===== config.mk =====
export PLATFORM = sky130hd
export DESIGN_NAME = input_change_notifier
export DESIGN_NICKNAME = d
export VERILOG_FILES = /design/src/design/change_notify_pkg.sv /design/src/design/input_change_notifier.sv
export SDC_FILE = /design/constraint.sdc
export NUM_CORES = 1
export LEC_CHECK = 0
export BUFFER_PORTS_ARGS = -buffer_cell sky130_fd_sc_hd__buf_4
export CORE_MARGIN = 4
export CORE_UTILIZATION = 53
export DETAILED_ROUTE_END_ITERATION = 8
export PLACE_DENSITY = 0.79
export SYNTH_ARGS = -nofsm -noshare
export SYNTH_HDL_FRONTEND = slang
export SYNTH_SLANG_ARGS = --single-unit

===== constraint.sdc =====
create_clock -name clk_sys_i -period 1.55 [get_ports clk_sys_i]
set_input_delay 0.155 -clock clk_sys_i [delete_from_list [all_inputs] [get_ports clk_sys_i]]
set_output_delay 0.155 -clock clk_sys_i [all_outputs]
set_load 0.01 [all_outputs]

===== src/design/change_notify_pkg.sv =====
// package: register map, field layout and types of the input change notifier
package change_notify_pkg;

   // register offsets (byte addresses of 16-bit registers)
   localparam logic [15:0] ADDR_IRQ_EN_LOW   = 16'h00c0;
   localparam logic [15:0] ADDR_IRQ_EN_HIGH  = 16'h00c2;
   localparam logic [15:0] ADDR_PULLUP_LOW   = 16'h00c4;
   localparam logic [15:0] ADDR_PULLUP_HIGH  = 16'h00c6;
   localparam logic [15:0] ADDR_STATUS       = 16'h00c8;

   localparam int          REG_W             = 16;
   localparam int          MAX_LINES         = 24;
   localparam logic [15:0] REG_RESET         = 16'h0000;
   localparam logic [15:0] RD_UNMAPPED       = 16'h0000;

   // status register fields
   localparam int          STAT_PEND_BIT     = 0;
   localparam logic [15:0] STAT_CLR_MASK     = 16'h0001;

   typedef struct packed
   {
      logic [15:0] addr;
      logic [15:0] wdata;
      logic        wr;
      logic        rd;
   } reg_req_t;

endpackage


===== src/design/input_change_notifier.sv =====
// input change notifier: per-line change detect, irq/pull-up enables, register port
//
// Function
// an enabled watched line changing level raises the interrupt request
// detection works with the core clocks stopped, via the sleep path; here sleep_wake_o is registered on clk_sys_i and needs that clock
// up to 24 watched lines, numbered 0 to 23, each watched independently
// one irq enable bit per line; a disabled line never raises a request
// one pull-up enable bit per line, independent of the irq enable
// compare present level to sampled level; mismatch sets pending, sample updates
//
// The plain strobed port is this design's own decision.
`timescale 1ns/10ps

module input_change_notifier
   import change_notify_pkg::*;
#(
   parameter int NUM_LINES = MAX_LINES
)
(
   // clock and reset
   input  wire logic                 clk_sys_i,
   input  wire logic                 rstn_i,
   // register port
   input  wire reg_req_t             req_i,
   output logic [REG_W-1:0]          rdata_o,
   // watched pins and pull-up controls
   input  wire logic [NUM_LINES-1:0] watched_input_lines_i,
   output logic [NUM_LINES-1:0]      pullup_en_o,
   // sleep-mode wake path and interrupt request
   output logic                      sleep_wake_o,
   output logic                      irq_o
);

   // refuse widths outside 1 to MAX_LINES (24), at elaboration
   if (NUM_LINES < 1 || NUM_LINES > MAX_LINES)
   begin : g_bad_width
      $error("NUM_LINES must lie in 1..24");
   end

   logic [2*REG_W-1:0]     irq_en_q;
   logic [2*REG_W-1:0]     pullup_q;
   logic [NUM_LINES-1:0]   sample_q;
   logic [NUM_LINES-1:0]   per_input_irq_enable;
   logic [NUM_LINES-1:0]   per_input_pullup_enable;
   logic [NUM_LINES-1:0]   change_d;
   logic                   pending_q;
   logic                   clr_pend;
   logic [REG_W-1:0]       rdata_d;
   logic [2*REG_W-1:0]     impl_mask;

   // only implemented lines hold storage; the rest read as zero
   always_comb
   begin
      impl_mask = '0;
      impl_mask[NUM_LINES-1:0] = '1;
   end

   assign per_input_irq_enable    = irq_en_q[NUM_LINES-1:0];
   assign per_input_pullup_enable = pullup_q[NUM_LINES-1:0];

   // irq enable registers
   always_ff @(posedge clk_sys_i or negedge rstn_i)
   begin
      if (!rstn_i)
         irq_en_q <= {REG_RESET, REG_RESET};
      else if (req_i.wr && req_i.addr == ADDR_IRQ_EN_LOW)
         irq_en_q[REG_W-1:0] <= req_i.wdata & impl_mask[REG_W-1:0];
      else if (req_i.wr && req_i.addr == ADDR_IRQ_EN_HIGH)
         irq_en_q[2*REG_W-1:REG_W] <= req_i.wdata & impl_mask[2*REG_W-1:REG_W];
   end

   // pull-up enable registers
   always_ff @(posedge clk_sys_i or negedge rstn_i)
   begin
      if (!rstn_i)
         pullup_q <= {REG_RESET, REG_RESET};
      else if (req_i.wr && req_i.addr == ADDR_PULLUP_LOW)
         pullup_q[REG_W-1:0] <= req_i.wdata & impl_mask[REG_W-1:0];
      else if (req_i.wr && req_i.addr == ADDR_PULLUP_HIGH)
         pullup_q[2*REG_W-1:REG_W] <= req_i.wdata & impl_mask[2*REG_W-1:REG_W];
   end

   always_ff @(posedge clk_sys_i or negedge rstn_i)
   begin
      if (!rstn_i)
         pullup_en_o <= '0;
      else
         pullup_en_o <= per_input_pullup_enable;
   end

   // one independent comparator per line
   genvar g;
   generate
      for (g = 0; g < NUM_LINES; g++)
      begin : g_line
         assign change_d[g] = per_input_irq_enable[g]
                              && (watched_input_lines_i[g] != sample_q[g]);
      end
   endgenerate

   // sampled level follows the pin every cycle; a reset value of zero means a line
   // already high at release reports no change, as the first edge loads the pin before any enable is set
   always_ff @(posedge clk_sys_i or negedge rstn_i)
   begin
      if (!rstn_i)
         sample_q <= '0;
      else
         sample_q <= watched_input_lines_i;
   end

   assign clr_pend = req_i.wr && req_i.addr == ADDR_STATUS
                     && (req_i.wdata & STAT_CLR_MASK) != '0;

   // pending request: a new change wins over a clear in the same cycle
   always_ff @(posedge clk_sys_i or negedge rstn_i)
   begin
      if (!rstn_i)
         pending_q <= 1'b0;
      else if (|change_d)
         pending_q <= 1'b1;
      else if (clr_pend)
         pending_q <= 1'b0;
   end

   always_ff @(posedge clk_sys_i or negedge rstn_i)
   begin
      if (!rstn_i)
         irq_o <= 1'b0;
      else
         irq_o <= pending_q || (|change_d);
   end

   // with clocks stopped the sampled levels freeze, so any enabled line differing
   // from them is a change; this flop is clocked by clk_sys_i, so sleep_wake_o only rises once that clock runs
   always_ff @(posedge clk_sys_i or negedge rstn_i)
   begin
      if (!rstn_i)
         sleep_wake_o <= 1'b0;
      else
         sleep_wake_o <= |change_d;
   end

   // read mux
   always_comb
   begin
      unique case (req_i.addr)
         ADDR_IRQ_EN_LOW:  rdata_d = irq_en_q[REG_W-1:0];
         ADDR_IRQ_EN_HIGH: rdata_d = irq_en_q[2*REG_W-1:REG_W];
         ADDR_PULLUP_LOW:  rdata_d = pullup_q[REG_W-1:0];
         ADDR_PULLUP_HIGH: rdata_d = pullup_q[2*REG_W-1:REG_W];
         ADDR_STATUS:
         begin
            rdata_d = '0;
            rdata_d[STAT_PEND_BIT] = pending_q;
         end
         default:          rdata_d = RD_UNMAPPED;
      endcase
   end

   always_ff @(posedge clk_sys_i or negedge rstn_i)
   begin
      if (!rstn_i)
         rdata_o <= '0;
      else if (req_i.rd)
         rdata_o <= rdata_d;
      else
         rdata_o <= '0;
   end

endmodule


---- Yosys cells after proc, flatten, opt, wreduce, memory -nomap -nowiden ----
Index checks and enable logic that the tools add are counted.
word-level totals
  output and inout port bits .............. 42
  bits in registers ....................... 115
  input port bits ......................... 60
operators by class
  reduce and logical (&&, ||, !) cells .... 35
  mux-type cells .......................... 4
  eq/ne operators ......................... 29
  bitwise operators ....................... 2
operators by type and width
  operator                                                          count
  16-bit by 8-bit == test with 1-bit output, second input constant  5
  16-bit case mux with 5 select lines                               1
  1-bit logical AND                                                 30
  1-bit != test                                                     24
  24-bit OR reduction                                               1
  16-bit 2-to-1 mux                                                 1
  2-bit AND reduction                                               2
  1-bit 2-to-1 mux                                                  2
  1-bit inverter                                                    2
  2-bit nonzero test                                                1
  1-bit logical OR                                                  1

---- Depth between registers and ports, before layout ----
  word-level depth ........................ 5
  mapped depth ............................ 6
  gate-level depth less buffers ........... 4

---- Least setup slack after synthesis ----
OpenSTA, ideal clock, no wires.
  path type ............................... in2reg
  start ................................... in req_i[27] in the netlist's numbering
  end ..................................... reg irq_en_q[0]
  path slack .............................. -589 ps
  arrival time ............................ 2012 ps
  setup time .............................. 127 ps
  buffers on the path ..................... 1
  cell stages on the path ................. 5
  path through ............................ or4_4 -> or4_4 -> nor3_4 -> buf_6 -> mux2_1
on the way
  longest elaborated chain between the ends .. 2
ends and longest elaborated chain
  element                                    line                         text
  from (decl)                                input_change_notifier.sv:24  input wire reg_req_t req_i,
  16-bit by 8-bit == test with 1-bit output  input_change_notifier.sv:66  else if (req_i.wr && req_i.addr == ADDR_IRQ_EN_LOW)
  1-bit logical AND                          input_change_notifier.sv:66
  to (signal assigned)                       input_change_notifier.sv:65  irq_en_q <= {REG_RESET, REG_RESET};
  to (signal, indexed assignment)            input_change_notifier.sv:67  irq_en_q[REG_W-1:0] <= req_i.wdata & impl_mask[REG_W-1:0];
  to (signal, indexed assignment)            input_change_notifier.sv:69  irq_en_q[2*REG_W-1:REG_W] <= req_i.wdata & impl_mask[2*REG_W-1:REG_W];
  to (decl)                                  input_change_notifier.sv:40  logic [2*REG_W-1:0] irq_en_q;
Every way passes these cells.
A chain may end at the register's enable or synchronous reset.

---- Worst setup path after layout ----
  start ................................... in req_i[27] in the netlist's numbering
  end ..................................... reg irq_en_q[7]
Same word-level chain as after synthesis.

==> summary.txt <==
==========================================================================================
Starting density of the core ................................................        0.554
Area share of fa/ha/maj cells after synthesis ...............................            0
Cells on worst reg2reg path .................................................            4
Power consumption ...........................................................      7.22 mW
Area used by sequential logic in the layout .................................     2880 µm²
Simple-gate share of the synthesized area ...................................       0.0790
Synthesis-to-finish area growth .............................................        52.2%
Die width ...................................................................      98.8 µm
Instance count along the most critical hold path ............................            4
DR pass1 iterations .........................................................            5
Die Area ....................................................................     9770 µm²
Antenna diode count .........................................................            0
Wire length of the first global-routing pass ................................      19.2 mm
Seq pwr share ...............................................................        0.423
Share of synthesized area spent on multiplexers .............................        0.148
Type of element capturing the critical path .................................    flip-flop
Routed wire length ..........................................................      12.6 mm
Layout cells sized above 1 ..................................................        0.451
Final routed DRC violation total ............................................            0
Met1 wire length ............................................................      5.11 mm
Final instance count without filler cells ...................................          594
Final sum of negative setup slack ...........................................     -4.82 ns
Number of cells produced by synthesis .......................................          294
Core area ...................................................................     7890 µm²
Smallest setup slack after layout ...........................................    -0.210 ns
Global-route congestion overflow total ......................................            0
Max transition margin .......................................................        0.699
List of cells traversed by the critical path ................................ buf_6 > or4_4 > or4_4 > nor3_4 > buf_12 > clkbuf_16 > mux2_1
Number of CTS-inserted buffers ..............................................           17
Area taken by multi-input logic gates .......................................     1580 µm²
Syn Std Cell Area ...........................................................     4370 µm²
Fraction of power spent switching nets ......................................        0.213
Estimated wirelength of the detail-placed design ............................      7.77 mm
Failing checks .............................................................. setup timing
Combined global-route utilization of all metal layers .......................        0.261
Critical setup path kind .................................................... primary input to flip-flop
Finish-stage setup viols ....................................................           32
Detail-routed via count per cell ............................................         5.58
Number of nets at the end of the flow .......................................          540
Clk_lat worst skew ..........................................................      0.52 ns
Clock edge transition at the registers on the reported setup and hold paths .      0.05 ns
Max rail drop VDD ...........................................................   0.000856 V
Final core occ ..............................................................        0.844
Clock buffer depth ..........................................................            2
Largest net degree at the start of global routing ...........................           58
Worst min-delay path category ............................................... primary input to flip-flop
Routed wire per std cell ....................................................      21.2 µm
Maximum fanout along the worst path .........................................            6
Antenna violations before repair ............................................            0
Synth Net Count .............................................................          354
P_int .......................................................................      5.68 mW
Met3 routed wirelength ......................................................       829 µm
Main synth FF type ..........................................................      dfrtp_1
Root buffer selected by CTS .................................................     clkbuf_8
Logic pwr share .............................................................        0.059
Clock sink total ............................................................          115
Worst EP arrival ............................................................      2.16 ns
Final clock skew ............................................................   0.00398 ns
Final Max Tran Viols ........................................................            0
Number of synthesized flops with an enable pin ..............................            0
Final Instance Area .........................................................     6650 µm²
Weighted congestion reported at the end of routability-driven placement .....        0.866
Post-placement cell area ....................................................     5470 µm²
MaxCap Viol Count ...........................................................            0
Number of fill cells ........................................................          382
Clock tree from TritonCTS ...................................................         done
Port Buf Inserts ............................................................          101
Post-synth cell types .......................................................           34
Final Hold Viols ............................................................            0
Clock network fraction of design power ......................................        0.518
Run status .................................................................. finished, violations left
Number of placed cells counting well taps ...................................          518
Clock period minus worst slack ..............................................      1.76 ns
Compound-gate portion of the synthesized area ...............................       0.0552
Switching power summed over all nets ........................................      1.54 mW
Most frequent cell on the critical path .....................................        or4_4
Power density over the cells ................................................  1080 nW/µm²
Share of the yosys chip area belonging to registers .........................        0.658
Die height ..................................................................      98.8 µm
RSZ-0062 raised after global routing ........................................          yes
Number of nets with antenna violations after routing ........................            0
Data required time of the critical path .....................................      1.95 ns
Number of levels the H-tree was split into ..................................            4
Via count of the first global-routing pass ..................................         3629
Period utilisation layout ...................................................         1.14
Fmax achieved ...............................................................    0.568 GHz
Met2 Wirelength .............................................................      6.32 mm
Combinational family with the most area after synthesis ..................... multiplexers
Post-synthesis sequential element count .....................................          115
Num rows ....................................................................           32
Static power due to leakage .................................................      3.23 nW
Top routing layer in use ....................................................         met4
Transition time at the pin with the least slew margin .......................     0.445 ns
I/O pin count ...............................................................          102
Overall via count from detail_route .........................................         3312
Launching element type of the critical path ................................. primary input
Average cell area after synthesis ...........................................     14.9 µm²
Area share of xor/xnor cells in the synthesized design ......................       0.0481
Warnings, synthesis .........................................................            0
Post-synthesis async set-or-reset flop share ................................         1.00
Slowest Stage Delay on Critical Path ........................................      0.58 ns
Initial drt markers .........................................................          189
Cell type of the slowest stage on the worst timing path .....................        or4_4
==========================================================================================
cell type report:
| type | count | area share |
|---|---|---|
| Sequential cell | 115 | 0.432 |
| Multi-Input combinational cell | 169 | 0.237 |
| Timing Repair Buffer | 175 | 0.226 |
| Clock buffer | 19 | 0.0634 |
| Clock inverter | 12 | 0.0211 |
| Tap cell | 102 | 0.0192 |
| Inverter | 2 | 0.00113 |
layout by cell type (no fill, tap or decap), types with 2 or more instances in the layout:
cell type	synthesis	layout
buf_4	0	125
dfrtp_1	115	115
dlygate4sd3_1	0	41
mux2_4	0	30
xor2_1	24	24
mux2_2	32	20
nand3_1	18	17
clkbuf_16	0	17
nor2_1	12	12
a22oi_1	12	12
a21oi_1	9	9
clkinv_2	0	7
mux2i_1	6	6
a222oi_1	4	4
and4_1	4	4
buf_12	0	4
o2bb2ai_1	3	3
bufinv_16	0	3
buf_6	2	3
or4_1	2	2
or4_4	2	2
nor3_2	0	2
nand4b_1	2	2
a32oi_1	2	2
inv_1	2	2
nor3_4	2	2
mux2_1	20	2
clkinvlp_4	0	2
clkbuf_1	4	2
final timing paths:
path	startpoint	to	slack, ns
setup / recovery	req_i[27]	irq_en_q[7]$_DFFE_PN0N_	-0.21
setup reg to reg	sample_q[10]$_DFF_PN0_	pending_q$_DFFE_PN0P_	0.18
hold reg to reg	pullup_q[17]$_DFFE_PN0P_	pullup_en_o[17]$_DFF_PN0_	0.40
hold / removal	req_i[20]	rdata_o[0]$_DFF_PN0_	0.02
min in group asynchronous	rstn_i	pullup_q[9]$_DFFE_PN0N_	0.08
max in group asynchronous	rstn_i	irq_en_q[3]$_DFFE_PN0N_	0.86
sequential cells by signal (all words and copies together), names as in the netlist:
signal,flops
irq_o,1
pullup_en_o,24
sample_q,24
rdata_o,16
irq_en_q,24
sleep_wake_o,1
pending_q,1
pullup_q,24
synth_stat cells (all sizes together), types with 3 or more instances:
library cell  instances  area (µm²)
dfrtp               115        2880
mux2                 52         586
xor2                 24         210
nand3                18        90.1
a22oi                12        90.1
nor2                 12        45.0
a21oi                 9        45.0
mux2i                 6        60.1
nor3                  5        47.5
a222oi                4        40.0
and4                  4        35.0
buf                   4        30.0
clkbuf                4        15.0
or4                   4        37.5
o2bb2ai               3        26.3
power groups by stage:
| stage | sequential [mW] | clock, mW | combinational (mW) |
|---|---|---|---|
| after floorplan | 3.10 | 0 | 0.0757 |
| after global placement | 3.10 | 0 | 0.323 |
| after detailed placement | 3.10 | 0 | 0.332 |
| after CTS | 3.05 | 3.75 | 0.423 |
| after global routing | 3.06 | 3.92 | 0.467 |
| final | 3.05 | 3.74 | 0.428 |
logic make-up after synthesis:
| group | Yosys count |
|---|---|
| compound gates | 33 |
| buf+inv | 10 |
| flops | 115 |
| mux | 58 |
| xor+xnor | 24 |
| simple gates | 54 |
what timing repair did:
action	4_1_cts	5_1_grt
gates cloned	0	2
gates resized for setup	20	21
pin swaps	0	1
endpoints found under the hold margin	187	0
hold buffers	41	0
setup endpoints to repair	40	53
buffers inserted	0	3
metrics by stage:
| step | setup WS, ns | hold WS, ns |
|---|---|---|
| floorplan | -0.589 | -0.141 |
| global placement | -0.628 | 0.0792 |
| detailed placement | -0.677 | 0.0826 |
| CTS | -0.147 | 0.000216 |
| global route | -0.231 | 0.0554 |
| finish | -0.210 | 0.0240 |
routing by layer:
metal / GRT usage / vias up
li1: - / 1448
met1: 0.334 / 1667
met2: 0.418 / 163
met3: 0.0701 / 34
met4: 0.118 / 0
met5: 0 / -
worst max-delay path, delay by kind of cell:
kind / cells / cell delay, ns
mux: 1 / 0.32
simple gates: 3 / 1.29
buf+inv: 3 / 0.39
(Power assumes the default switching activity.)
